===== config.mk =====
export PLATFORM = sky130hd
export DESIGN_NAME = protection_fault_manager
export DESIGN_NICKNAME = d
export VERILOG_FILES = /design/src/rtl/fault_pkg.sv /design/src/rtl/sense_if.sv /design/src/rtl/pin_sync.sv /design/src/rtl/delay_count.sv /design/src/rtl/protection_fault_manager.sv
export SDC_FILE = /design/constraint.sdc
export NUM_CORES = 1
export LEC_CHECK = 0
export ABC_AREA = 0
export BUFFER_PORTS_ARGS = -buffer_cell sky130_fd_sc_hd__buf_2
export CAP_MARGIN = 25
export CELL_PAD_IN_SITES_DETAIL_PLACEMENT = 0
export CELL_PAD_IN_SITES_GLOBAL_PLACEMENT = 1
export CORE_MARGIN = 4
export CORE_UTILIZATION = 35
export CTS_CLUSTER_SIZE = 40
export DETAILED_ROUTE_END_ITERATION = 8
export PLACE_DENSITY = 0.72
export SLEW_MARGIN = 40
export SYNTH_ARGS = -nofsm -noshare
export SYNTH_HDL_FRONTEND = slang
export SYNTH_SLANG_ARGS = --single-unit

===== constraint.sdc =====
create_clock -name clk -period 5.6 [get_ports clk]
set_input_delay 0.56 -clock clk [delete_from_list [all_inputs] [get_ports clk]]
set_output_delay 0.56 -clock clk [all_outputs]
set_load 0.005 [all_outputs]

===== src/rtl/fault_pkg.sv =====
package fault_pkg;

  // register map (byte addresses, one 32-bit word each)
  localparam logic [7:0] ctrl_addr      = 8'h00;
  localparam logic [7:0] status_addr    = 8'h04;
  localparam logic [7:0] state_addr     = 8'h08;
  localparam logic [7:0] ot_limit_addr  = 8'h0c;
  localparam logic [7:0] moc_limit_addr = 8'h10;
  localparam logic [7:0] live_addr      = 8'h14;

  // ctrl fields
  localparam int ctrl_restart_bit = 0;
  localparam int ctrl_ovp_en_bit  = 1;
  localparam int ctrl_run_bit     = 2;

  localparam logic [31:0] ctrl_reset     = 32'h0000_0006;
  localparam logic [11:0] ot_limit_reset = 12'h7d0;

  // latch bit positions
  localparam int num_faults   = 12;
  localparam int f_boost_uv   = 0;
  localparam int f_gate_uv    = 1;
  localparam int f_limit_res  = 2;
  localparam int f_addr_res   = 3;
  localparam int f_ss_dis     = 4;
  localparam int f_fet_short  = 5;
  localparam int f_start_oc   = 6;
  localparam int f_severe_oc  = 7;
  localparam int f_safe_oc    = 8;
  localparam int f_overtemp   = 9;
  localparam int f_input_ov   = 10;
  localparam int f_external   = 11;

  // timing
  localparam int  clk_hz          = 40_000_000;
  localparam real safe_trip_ns    = 250.0;
  localparam real start_trip_us   = 10.0;
  localparam real good_delay_ms   = 5.0;
  localparam real gate_mask_ms    = 100.0;
  localparam int  safe_trip_cyc   = int'(safe_trip_ns * clk_hz / 1.0e9);
  localparam int  start_trip_cyc  = int'(start_trip_us * clk_hz / 1.0e6);
  localparam int  good_delay_cyc  = int'(good_delay_ms * clk_hz / 1.0e3);
  localparam int  gate_mask_cyc   = int'(gate_mask_ms * clk_hz / 1.0e3);

  typedef enum logic [3:0] {
    st_off   = 4'b0001,
    st_ramp  = 4'b0010,
    st_wait  = 4'b0100,
    st_good  = 4'b1000
  } seq_e;

endpackage


===== src/rtl/sense_if.sv =====
`timescale 1ns/10ps
interface sense_if #(parameter int w = 12);
  logic [w-1:0] raw;
  logic [w-1:0] sync;
  modport src (output raw, input sync);
  modport dst (input raw, output sync);
endinterface


===== src/rtl/pin_sync.sv =====
`timescale 1ns/10ps
module pin_sync #(
  parameter int w = 12
) (
  input  wire logic clk,
  input  wire logic rst,
  sense_if.dst      s
);
  logic [w-1:0] stage1_r;
  logic [w-1:0] stage2_r;

  // every bit is independent; first stage feeds only the second
  always_ff @(posedge clk or posedge rst) begin
    if (rst) begin
      stage1_r <= '0;
      stage2_r <= '0;
    end else begin
      stage1_r <= s.raw;
      stage2_r <= stage1_r;
    end
  end

  assign s.sync = stage2_r;
endmodule


===== src/rtl/delay_count.sv =====
`timescale 1ns/10ps
module delay_count #(
  parameter int count = 200000
) (
  input  wire logic clk,
  input  wire logic rst,
  input  wire logic run,
  output logic      done
);
  localparam int cw = $clog2(count + 1);
  logic [cw-1:0] cnt_r;

  // restarts whenever run drops
  always_ff @(posedge clk or posedge rst) begin
    if (rst) begin
      cnt_r <= '0;
    end else if (!run) begin
      cnt_r <= '0;
    end else if (cnt_r != cw'(count)) begin
      cnt_r <= cnt_r + cw'(1);
    end
  end

  assign done = run && (cnt_r == cw'(count));
endmodule


===== src/rtl/protection_fault_manager.sv =====
// The register addresses and the APB register port were decided locally.
`timescale 1ns/10ps
// Behaviour
// - above 60A safe limit: FET off, fault latched
// - limit resistor changes update moderate threshold live
// - overvoltage variant latches; other variant ignores it
// - bad limit resistor latches, always checked
// - latches hold until enable, power, restart toggle
// - overtemperature above programmable limit latches
// - listed detections assert fault and latch
// - undervoltage: FET off only, no latch
// - boost undervoltage before startup ignored entirely
// - undervoltage releases fault pin, clears latches
// - any latch pulls fault pin low immediately
// - external low on fault pin latches
// - power good only after startup with good output
// - power good low in every other state
// - 5ms wait after gate resistive before good
// - gate undervoltage masked 100ms during startup
// - startup overcurrent before good: off within 10us
module protection_fault_manager
  import fault_pkg::*;
#(
  parameter bit   has_ovp        = 1'b1,
  parameter int   good_delay     = good_delay_cyc,
  parameter int   gate_mask      = gate_mask_cyc
) (
  input  wire logic        clk,
  input  wire logic        rst,
  input  wire logic        psel,
  input  wire logic        penable,
  input  wire logic        pwrite,
  input  wire logic [7:0]  paddr,
  input  wire logic [31:0] pwdata,
  output logic             pready,
  output logic [31:0]      prdata,
  output logic             pslverr,
  input  wire logic        enable_threshold_in,
  input  wire logic        safe_oc_in,
  input  wire logic        severe_oc_in,
  input  wire logic        moderate_oc_in,
  input  wire logic        start_oc_in,
  input  wire logic        limit_resistor_bad,
  input  wire logic        address_resistor_bad,
  input  wire logic        input_overvoltage_trip,
  input  wire logic        boost_rail_uv,
  input  wire logic        gate_drive_level_uv,
  input  wire logic        softstart_cap_fail,
  input  wire logic        fet_short,
  input  wire logic        output_above_good,
  input  wire logic        gate_drive_resistive,
  input  wire logic [11:0] temp_code,
  input  wire logic [7:0]  limit_resistor_sense,
  input  wire logic        fault_n_in,
  output logic             fault_n_out,
  output logic             fault_n_oe,
  output logic             supply_ok_out,
  output logic             supply_ok_oe,
  output logic             fet_enable,
  output logic [7:0]       moderate_oc_level
);

  localparam int nsync = 12;

  sense_if #(.w(nsync)) bits_if ();
  sense_if #(.w(8))     res_if ();
  sense_if #(.w(12))    tmp_if ();

  // fault line rides inverted: the synchroniser resets to zero, which must read as no fault
  assign bits_if.raw = {~fault_n_in, enable_threshold_in, safe_oc_in, severe_oc_in,
                        start_oc_in, limit_resistor_bad, address_resistor_bad,
                        input_overvoltage_trip, boost_rail_uv, gate_drive_level_uv,
                        softstart_cap_fail, fet_short};
  assign res_if.raw  = limit_resistor_sense;
  assign tmp_if.raw  = temp_code;

  pin_sync #(.w(nsync)) u_sync_bits (.clk(clk), .rst(rst), .s(bits_if));
  pin_sync #(.w(8))     u_sync_res  (.clk(clk), .rst(rst), .s(res_if));
  pin_sync #(.w(12))    u_sync_tmp  (.clk(clk), .rst(rst), .s(tmp_if));

  logic ext_low_s, en_s, safe_s, severe_s, start_s, lres_s, ares_s;
  logic ov_s, boost_s, gate_s, ss_s, short_s;
  assign {ext_low_s, en_s, safe_s, severe_s, start_s, lres_s, ares_s,
          ov_s, boost_s, gate_s, ss_s, short_s} = bits_if.sync;

  logic                  good_q;
  logic                  mod_q;
  seq_e                  state_r;
  logic                  fault_n_oe_r;
  logic [2:0]            oe_hist_r;
  assign good_q = (state_r == st_good);

  // sync path only two cycles, well inside 250ns (10 cycles) and 10us
  logic [31:0]           ctrl_r;
  logic [11:0]           ot_limit_r;
  logic [num_faults-1:0] latch_r;
  logic [num_faults-1:0] detect;
  logic                  restart_pulse;
  logic                  en_prev_r;
  logic                  gate_masked;
  logic                  good_done;
  logic                  mask_done;

  always_comb begin
    detect               = '0;
    detect[f_safe_oc]    = safe_s;
    detect[f_severe_oc]  = severe_s;
    detect[f_start_oc]   = start_s && !good_q && state_r != st_off;
    detect[f_limit_res]  = lres_s;
    detect[f_addr_res]   = ares_s;
    detect[f_input_ov]   = has_ovp && ctrl_r[ctrl_ovp_en_bit] && ov_s;
    detect[f_boost_uv]   = boost_s && state_r != st_off;
    detect[f_gate_uv]    = gate_s && !gate_masked;
    detect[f_ss_dis]     = ss_s && state_r != st_off;
    detect[f_fet_short]  = short_s && state_r != st_off;
    detect[f_overtemp]   = tmp_if.sync > ot_limit_r;
    // our own low needs two cycles to leave the synchroniser after release
    detect[f_external]   = ext_low_s && !fault_n_oe_r && !(|oe_hist_r);
  end

  assign mod_q = moderate_oc_in;

  // apb
  logic apb_wr;
  logic apb_rd;
  logic mapped;
  logic supply_ok_oe_r;
  logic fet_enable_r;
  logic [7:0] moc_level_r;

  assign apb_wr = psel && penable && pwrite;
  assign apb_rd = psel && !penable && !pwrite;

  function automatic logic is_mapped(input logic [7:0] a);
    is_mapped = (a == ctrl_addr) || (a == status_addr) || (a == state_addr) ||
                (a == ot_limit_addr) || (a == moc_limit_addr) || (a == live_addr);
  endfunction

  assign mapped = is_mapped(paddr);
  assign restart_pulse = apb_wr && mapped && paddr == ctrl_addr &&
                         pwdata[ctrl_restart_bit];

  always_ff @(posedge clk or posedge rst) begin
    if (rst) begin
      ctrl_r     <= ctrl_reset;
      ot_limit_r <= ot_limit_reset;
    end else if (apb_wr && paddr == ctrl_addr) begin
      ctrl_r     <= {29'h0, pwdata[2:1], 1'b0};
    end else if (apb_wr && paddr == ot_limit_addr) begin
      ot_limit_r <= pwdata[11:0];
    end
  end

  // no wait state: pready high in first access cycle
  always_ff @(posedge clk or posedge rst) begin
    if (rst) begin
      pready  <= 1'b0;
      pslverr <= 1'b0;
      prdata  <= 32'h0;
    end else begin
      pready  <= psel && !penable;
      pslverr <= psel && !penable && !mapped;
      if (apb_rd) begin
        case (paddr)
          ctrl_addr:      prdata <= ctrl_r;
          status_addr:    prdata <= {{(32-num_faults){1'b0}}, latch_r};
          state_addr:     prdata <= {28'h0, state_r};
          ot_limit_addr:  prdata <= {20'h0, ot_limit_r};
          moc_limit_addr: prdata <= {24'h0, moc_level_r};
          live_addr:      prdata <= {20'h0, detect};
          default:        prdata <= 32'h0;
        endcase
      end
    end
  end

  // clearing actions: enable low, restart command, reset (power)
  logic clear_all;
  assign clear_all = !en_s || restart_pulse;

  always_ff @(posedge clk or posedge rst) begin
    if (rst) begin
      latch_r <= '0;
    end else if (clear_all) begin
      latch_r <= '0;
    end else begin
      latch_r <= latch_r | detect;
    end
  end

  always_ff @(posedge clk or posedge rst) begin
    if (rst) begin
      en_prev_r <= 1'b0;
    end else begin
      en_prev_r <= en_s;
    end
  end

  // recent history of our own drive of the fault line
  always_ff @(posedge clk or posedge rst) begin
    if (rst) begin
      oe_hist_r <= '0;
    end else begin
      oe_hist_r <= {oe_hist_r[1:0], fault_n_oe_r};
    end
  end

  // sequencer
  logic any_latch;
  assign any_latch = |latch_r;

  always_ff @(posedge clk or posedge rst) begin
    if (rst) begin
      state_r <= st_off;
    end else if (!en_s || any_latch || restart_pulse || !ctrl_r[ctrl_run_bit]) begin
      state_r <= st_off;
    end else begin
      case (state_r)
        st_off:  state_r <= st_ramp;
        st_ramp: if (gate_drive_resistive && output_above_good) state_r <= st_wait;
        st_wait: begin
          if (!(gate_drive_resistive && output_above_good)) state_r <= st_ramp;
          else if (good_done) state_r <= st_good;
        end
        st_good: if (!output_above_good) state_r <= st_ramp;
        default: state_r <= st_off;
      endcase
    end
  end

  delay_count #(.count(good_delay)) u_good (
    .clk  (clk),
    .rst  (rst),
    .run  (state_r == st_wait),
    .done (good_done)
  );

  // mask counts from start of ramp
  delay_count #(.count(gate_mask)) u_mask (
    .clk  (clk),
    .rst  (rst),
    .run  (state_r != st_off),
    .done (mask_done)
  );
  assign gate_masked = !mask_done;

  always_ff @(posedge clk or posedge rst) begin
    if (rst) begin
      fet_enable_r   <= 1'b0;
      fault_n_oe_r   <= 1'b0;
      supply_ok_oe_r <= 1'b1;
      moc_level_r    <= 8'h00;
    end else begin
      fet_enable_r   <= en_s && !any_latch && !(|detect) && state_r != st_off;
      fault_n_oe_r   <= any_latch && !clear_all;
      supply_ok_oe_r <= !(state_r == st_good && en_s && !any_latch);
      moc_level_r    <= res_if.sync;
    end
  end

  assign fet_enable        = fet_enable_r;
  assign fault_n_oe        = fault_n_oe_r;
  assign fault_n_out       = 1'b0;
  assign supply_ok_oe      = supply_ok_oe_r;
  assign supply_ok_out     = 1'b0;
  assign moderate_oc_level = moc_level_r;
  // moderate overcurrent timing lives in the analog timer; its trip arrives as severe_oc_in
  logic unused_mod;
  assign unused_mod = mod_q & en_prev_r;

endmodule


==> flow_summary_export.csv, run 1 <==
group,metric,value,unit
status,outcome,"completed",
route,final_antenna_net_count,0,
placed_design,place_hpwl,10990,µm
global_routing,antenna_found_initial,0,
sta,fin_crit,2.149,ns
critical_path,cp.required,5.90,ns
critical_path,crit_path_max_incr_delay,0.57,ns
critical_path,cp-end-kind,"flop",
cts,tritoncts,"yes",
pwr,combPwrFrac,0.037,
pwr,power,0.002496,W
layout,area_delta_synth_final,18.50,%
layout,nFillCells,1772,
floorplan,rows,50,
floorplan,initial_core_util,0.3581,
layout,multiInputGateArea,2424,µm²
critical_path,path_class,"input pin to flop",
placed_design,io_buffers,83,
pwr,sw_frac_of_total,0.2587,
pwr,p_leak,3.540,nW
logic_synthesis,synth_area_leaders,"dfrtp_1, dfstp_2, nor2_1, ha_1, nand2_1",
logic_synthesis,yosysMostFrequentCell,"dfrtp_1",
cts,hold_buffers,0,
cts,clockBufferDepth,2,
floorplan,io_pins,127,
job,cap_viol_max_count,0,
route,drt_wl_total,15220,µm
logic_synthesis,yosysTopAreaCellShare,0.5641,
critical_path,cp-start-kind,"input pin",
critical_path,r2r_start,"ot_limit_r[7]",
sta,skew,0.01579,ns
critical_path,startpoint,"paddr[5]",
global_routing,grt_pass1_vias,4800,
logic_synthesis,synth_top_area_cell,"dfrtp_1",
cts,cts.sinks,162,
critical_path,critPathMostFrequentCell,"nand2_1",
layout,final_core_util,0.4243,
layout,finalNonFillerCells,957,
sta,period_share,0.3838,
global_routing,grt_max_degree,112,
logic_synthesis,async_flop_share,1.000,
layout,antenna_cells,0,
pwr,clockPowerShare,0.473,
global_routing,grt_pass1_wl,24980,µm
logic_synthesis,synth_warnings,0,
pwr,ir_worst_vdd,0.0001855,V
cts,cts_setup_buffers,0,
critical_path,arrival,2.45,ns
layout,nets,780,
logic_synthesis,synth_commonest_cells,"dfrtp_1, nor2_1, nand2_1",
sta,tightest_slew,0.7521,ns
cts,cts_root_buf,"clkbuf_16",
floorplan,dieWidth,146.8,µm
cts,numCtsBuffers,17,
sta,slew_violations,0,
pwr,pwr-share-seq,0.491,
cts,clk_latency,0.44,ns
pwr,switchingPower,0.0006456,W
floorplan,core-area,18830,µm²
cts,cts_resized,0,
sta,finalSetupTns,0,ns
floorplan,die_area,21550,µm²
placed_design,gp_congestion,0.8727,
global_routing,groute.usage.overall,0.1454,
critical_path,crit_fanout,13,
sta,hold_viol,0,
logic_synthesis,synth_cell_types,60,
sta,fmax,465.3,MHz
cts,htree_levels,4,
pwr,p_per_area,312.4,nW/µm²
cts,clkTransAtPathRegs,0.07,ns
route,drt_iter0_markers,341,
logic_synthesis,synth_seq_cells,162,
logic_synthesis,syn_avg_cell_area,11.28,µm²
logic_synthesis,synthCells,598,
critical_path,path_cells,"buf_2 -> or4_4 -> nor4_2 -> nand2_1 -> nand2_1 -> nor2_1",
layout,register_area,4066,µm²
critical_path,crit_path_top_delay_cell,"or4_4",
route,wl_per_cell,15.91,µm
pwr,p_int,0.001850,W
route,avgViaCountPerCell,4.921,
floorplan,chipHeight,146.8,µm
logic_synthesis,synth-main-ff-cell,"dfrtp_1",
sta,slew_headroom,0.4986,
logic_synthesis,ys_seq_area_frac,0.6031,
sta,rsz0062_at_grt,"false",
min_path,hold_class,"input pin to async pin",
placed_design,dpl.cell_count,925,
global_routing,overflow,0,
route,dr.pass1.iters,8,
sta,setup_violations,0,
layout,drive_gt1_frac,0.2095,
logic_synthesis,synth-edff-count,0,
route,post-route-drc-count,0,
route,via_count,4709,
logic_synthesis,synth_area,6743,µm²
## metrics by stage
stage	area, µm²	hold WS, ns	setup slack, ns
CTS	7980	0.2042	3.500
global placement	7351	0.3318	3.096
detailed placement	7353	0.3347	3.100
floorplan	6822	0.3312	0.6799
global route	7990	0.2031	3.388
finish	7990	0.1344	3.451
## cells by family after synthesis
family / share of synthesized area
AO/OA/AOI/OAI: 0.08629
XOR/XNOR: 0.03767
adder cells (fa/ha/maj): 0.02969
buffers and inverters: 0.04992
flip-flops: 0.6031
multiplexers: 0.01392
other: 0.0005562
AND/OR/NAND/NOR: 0.1789
## flip-flops by register name, indices dropped and copies added, names as in the netlist, 12 cells and up
name and cells:
ot_limit_r 12, latch_r 12, u_sync_bits.stage1_r 12, u_sync_bits.s.sync 12, u_good.cnt_r 18, prdata 12, u_sync_tmp.s.sync 12, u_sync_tmp.stage1_r 12
u_mask.cnt_r 22
## worst max-delay path: cells and delay by family
family | cells | cell delay (ns)
buffers and inverters | 1 | 0.12
AND/OR/NAND/NOR | 5 | 1.76
## power by group through the flow
stage / sequential (W) / clock, W / combinational (W)
after floorplan: 0.00124 / 0 / 0.0000590
after global placement: 0.00125 / 0 / 0.0000908
after detailed placement: 0.00125 / 0 / 0.0000931
after CTS: 0.00123 / 0.00121 / 0.0000936
after global routing: 0.00123 / 0.00126 / 0.000105
final: 0.00122 / 0.00118 / 0.0000915
## area by class of cell
| type | count | area share |
|---|---|---|
| sequential | 162 | 0.5089 |
| multi-input combinational | 391 | 0.3033 |
| timing repair buffer | 86 | 0.05481 |
| clock buffer | 17 | 0.05324 |
| tap | 260 | 0.04071 |
| clock inverter | 15 | 0.02521 |
| inverter | 26 | 0.01378 |
## placed cells by master, fill, tap and decap left out, drive strengths merged, types with 10 or more instances in the layout
master and instances:
xor2 14, a21oi 26, nand4 12, o21ai 38
buf 86, conb 22, or3 13, nor2 55
inv 31, xnor2 15, and3 15, nand2 50
clkbuf 17, dfrtp 152, dfstp 10, clkinv 10
nor4 14, nand3 16, ha 16
## routing by layer
| layer | vias up | routed length (µm) | GRT usage |
|---|---|---|---|
| met5 | - | 0 | 0 |
| met2 | 155 | 6951 | 0.2215 |
| met1 | 2332 | 6973 | 0.2033 |
| met4 | 0 | 238 | 0.04610 |
| met3 | 21 | 1057 | 0.03917 |
| li1 | 2201 | - | - |
## final timing paths
kind / to / slack (ns) / depth (start not counted)
setup / recovery: latch_r[10] / 3.45 / 6
hold / removal: u_mask.cnt_r[12] / 0.13 / 2
setup reg to reg: fet_enable / 3.53 / 7
hold reg to reg: u_sync_bits.s.sync[6] / 0.35 / 0
max in group asynchronous: u_sync_tmp.s.sync[8] / 4.29 / 3
min in group clk: u_sync_res.stage1_r[4] / 0.22 / 1
No activity file was read; power rests on OpenSTA's default activity.
==> run 2: changes to the inputs <==
--- a/config.mk
+++ b/config.mk
@@ -5,7 +5,7 @@
 export SDC_FILE = /design/constraint.sdc
 export NUM_CORES = 1
 export LEC_CHECK = 0
-export ABC_AREA = 0
+export ABC_AREA = 1
 export BUFFER_PORTS_ARGS = -buffer_cell sky130_fd_sc_hd__buf_2
 export CAP_MARGIN = 25
 export CELL_PAD_IN_SITES_DETAIL_PLACEMENT = 0
@@ -14,7 +14,7 @@
 export CORE_UTILIZATION = 35
 export CTS_CLUSTER_SIZE = 40
 export DETAILED_ROUTE_END_ITERATION = 8
-export PLACE_DENSITY = 0.72
+export PLACE_DENSITY = 0.76
 export SLEW_MARGIN = 40
 export SYNTH_ARGS = -nofsm -noshare
 export SYNTH_HDL_FRONTEND = slang
==> constraint.sdc (replaced) <==
create_clock -name clk -period 1.9 [get_ports clk]
set_input_delay 0.19 -clock clk [delete_from_list [all_inputs] [get_ports clk]]
set_output_delay 0.19 -clock clk [all_outputs]
set_load 0.005 [all_outputs]
==> run 2 against run 1 <==
Register-to-register slack worse by 3.4 ns. Combinational power rose to 4.0 times the previous value. Setup slack worse by 3.3 ns. Non-clock buffer count up 61. Hold slack worse by 0.12 ns.
==> flow_summary_export.csv, run 2 <==
group,metric,value,unit
status,outcome,"completed",
logic_synthesis,async_flop_share,1.000,
sta,skew,0.008836,ns
route,final_antenna_net_count,0,
logic_synthesis,ys_seq_area_frac,0.5936,
logic_synthesis,synth_cell_types,43,
layout,drive_gt1_frac,0.2140,
floorplan,rows,50,
layout,final_core_util,0.4582,
global_routing,grt_max_degree,83,
pwr,combPwrFrac,0.050,
cts,clockBufferDepth,2,
min_path,hold_class,"input pin to flop",
placed_design,post-place-ws,0.06432,ns
layout,final_cell_mix,"dfrtp_1, nand2_1, inv_1, buf_2, nor2_1",
global_routing,groute.usage.overall,0.1463,
global_routing,grt_pass1_wl,25410,µm
logic_synthesis,synth_warnings,0,
route,drt_wl_total,15330,µm
layout,area_delta_synth_final,26.78,%
placed_design,gp_congestion,0.7980,
cts,clk_latency,0.41,ns
logic_synthesis,synthCells,703,
critical_path,r2r_start,"ot_limit_r[8]",
logic_synthesis,yosysMostFrequentCell,"dfrtp_1",
layout,nFillCells,1812,
sta,period_share,0.9213,
layout,final_area,8685,µm²
route,via_count,5091,
pwr,switchingPower,0.001653,W
cts,htree_levels,4,
critical_path,cp-start-kind,"flop",
logic_synthesis,yosysTopAreaCellShare,0.5553,
layout,largest_register_ffs,22,
logic_synthesis,synth_commonest_cells,"dfrtp_1, nand2_1, inv_1",
sta,whs,0.01859,ns
placed_design,io_buffers,83,
critical_path,arrival,2.05,ns
pwr,sw_frac_of_total,0.2283,
sta,setup_violations,0,
placed_design,place_hpwl,11190,µm
job,cap_viol_max_count,0,
floorplan,dieWidth,147.9,µm
placed_design,placed_area,7667,µm²
critical_path,crit_fanout,3,
global_routing,overflow,0,
sta,slew_headroom,0.6178,
cts,clkTransAtPathRegs,0.06,ns
route,post-route-drc-count,0,
cts,cts_root_buf,"clkbuf_16",
global_routing,grt_pass1_vias,5037,
floorplan,chipHeight,147.9,µm
sta,rsz0062_at_grt,"false",
pwr,p_int,0.005587,W
sta,fin_crit,1.751,ns
min_path,worstHoldEndpoint,"ot_limit_r[10]",
pwr,pwr-share-seq,0.498,
sta,fin_ws,0.1494,ns
sta,finalSetupTns,0,ns
logic_synthesis,synth_seq_cells,162,
logic_synthesis,synth_top_area_cell,"dfrtp_1",
floorplan,initial_core_util,0.3614,
cts,cts.sinks,162,
cts,tritoncts,"yes",
critical_path,cp.required,2.20,ns
min_path,hp-start,"pwdata[10]",
sta,hold_viol,0,
floorplan,die_area,21870,µm²
pwr,clockPowerShare,0.452,
critical_path,r2r_slack,0.15,ns
critical_path,cp-end-kind,"flop",
global_routing,antenna_found_initial,0,
layout,register_area,4066,µm²
sta,slew_violations,0,
layout,nets,957,
pwr,ir_worst_vdd,0.0005180,V
critical_path,rr_worst_depth,9,
logic_synthesis,synth_area_leaders,"dfrtp_1, nand2_1, inv_1, dfstp_2, a21oi_1",
pwr,p_per_area,833.6,nW/µm²
sta,tightest_slew,0.5681,ns
layout,multiInputGateArea,2301,µm²
pwr,p_leak,4.116,nW
critical_path,path_class,"flop to flop",
route,dr.pass1.iters,4,
route,wl_per_cell,13.52,µm
min_path,min_delay_path_depth,2,
layout,antenna_cells,0,
floorplan,io_pins,127,
logic_synthesis,synth-edff-count,0,
critical_path,reg2reg_to,"prdata[9]",
sta,fmax,571.2,MHz
logic_synthesis,syn_avg_cell_area,9.744,µm²
route,drt_iter0_markers,280,
layout,layout.cells.most_common,"dfrtp_1",
layout,top_register,"u_mask.cnt_r",
logic_synthesis,synth_area,6850,µm²
logic_synthesis,synth-main-ff-cell,"dfrtp_1",
cts,numCtsBuffers,17,
layout,reg_top3,"u_mask.cnt_r: 22 flops, u_good.cnt_r: 18 flops",
floorplan,core-area,18960,µm²
route,avgViaCountPerCell,4.489,
==> run 2: per-layer routing <==
metal | up-vias | GRT usage | wire, µm
met5 | - | 0 | 0
met4 | 0 | 0.03788 | 99
met3 | 6 | 0.04323 | 984
met2 | 122 | 0.2363 | 7349
met1 | 2411 | 0.1943 | 6895
li1 | 2552 | - | -
==> run 2: worst max path at each step <==
stage,startpoint,end,slack (ns)
2_1_floorplan,rst,fault_n_oe,-0.34
3_3_place_gp,ot_limit_r[9],prdata[9],0.09
3_5_place_dp,ot_limit_r[9],prdata[9],0.06
4_1_cts,ot_limit_r[9],prdata[9],0.05
5_1_grt,ot_limit_r[8],prdata[9],0.01
6_report,ot_limit_r[8],prdata[9],0.15
==> run 2: metrics by stage <==
step                      power (W)  cells
final                      0.007240   1134
after global routing       0.007546   1134
after CTS                  0.007330   1132
after detailed placement   0.003968   1061
after global placement     0.003963   1061
after floorplan            0.003835    724
==> run 2: timing repair <==
item,in CTS,in global routing
gates resized for setup,0,11
setup buffers,0,2
hold buffers,39,0
hold endpoints to repair,46,0
endpoints found under the setup margin,0,5
==> run 2: area by class of cell <==
| cell class | count | area share |
|---|---|---|
| flip-flops and latches | 162 | 0.4682 |
| multi-input cells | 426 | 0.2649 |
| repair buffers | 147 | 0.1173 |
| clock buffers | 20 | 0.05143 |
| inverters | 107 | 0.04682 |
| well taps | 260 | 0.03746 |
| clock inverters | 12 | 0.01383 |
==> run 2: power by group through the flow <==
stage / Clock [W] / Combinational, W / Sequential [W]
floorplan: 0 / 0.000183 / 0.00365
global placement: 0 / 0.000295 / 0.00367
detailed placement: 0 / 0.000300 / 0.00367
CTS: 0.00336 / 0.000364 / 0.00361
global route: 0.00352 / 0.000416 / 0.00361
finish: 0.00327 / 0.000362 / 0.00361
==> run 2: cell families after synthesis <==
group,count (synthesis),share of synthesized area
xor+xnor,4,0.005114
mux,9,0.01699
buf+inv,136,0.08858
flops,162,0.5936
fa+ha+maj,16,0.02922
simple gates,261,0.1757
other cells,1,0.0005474
compound gates,114,0.09023
==> run 2: worst max-delay path, stage by stage, from the launching register on <==
cell	delay, ns
dfstp_2	0.54
inv_1	0.05
ha_1	0.27
nand4_1	0.13
nor3_2	0.21
nand4_1	0.13
nand2_2	0.11
nor2_1	0.05
o21ai_1	0.11
nand2_1	0.05
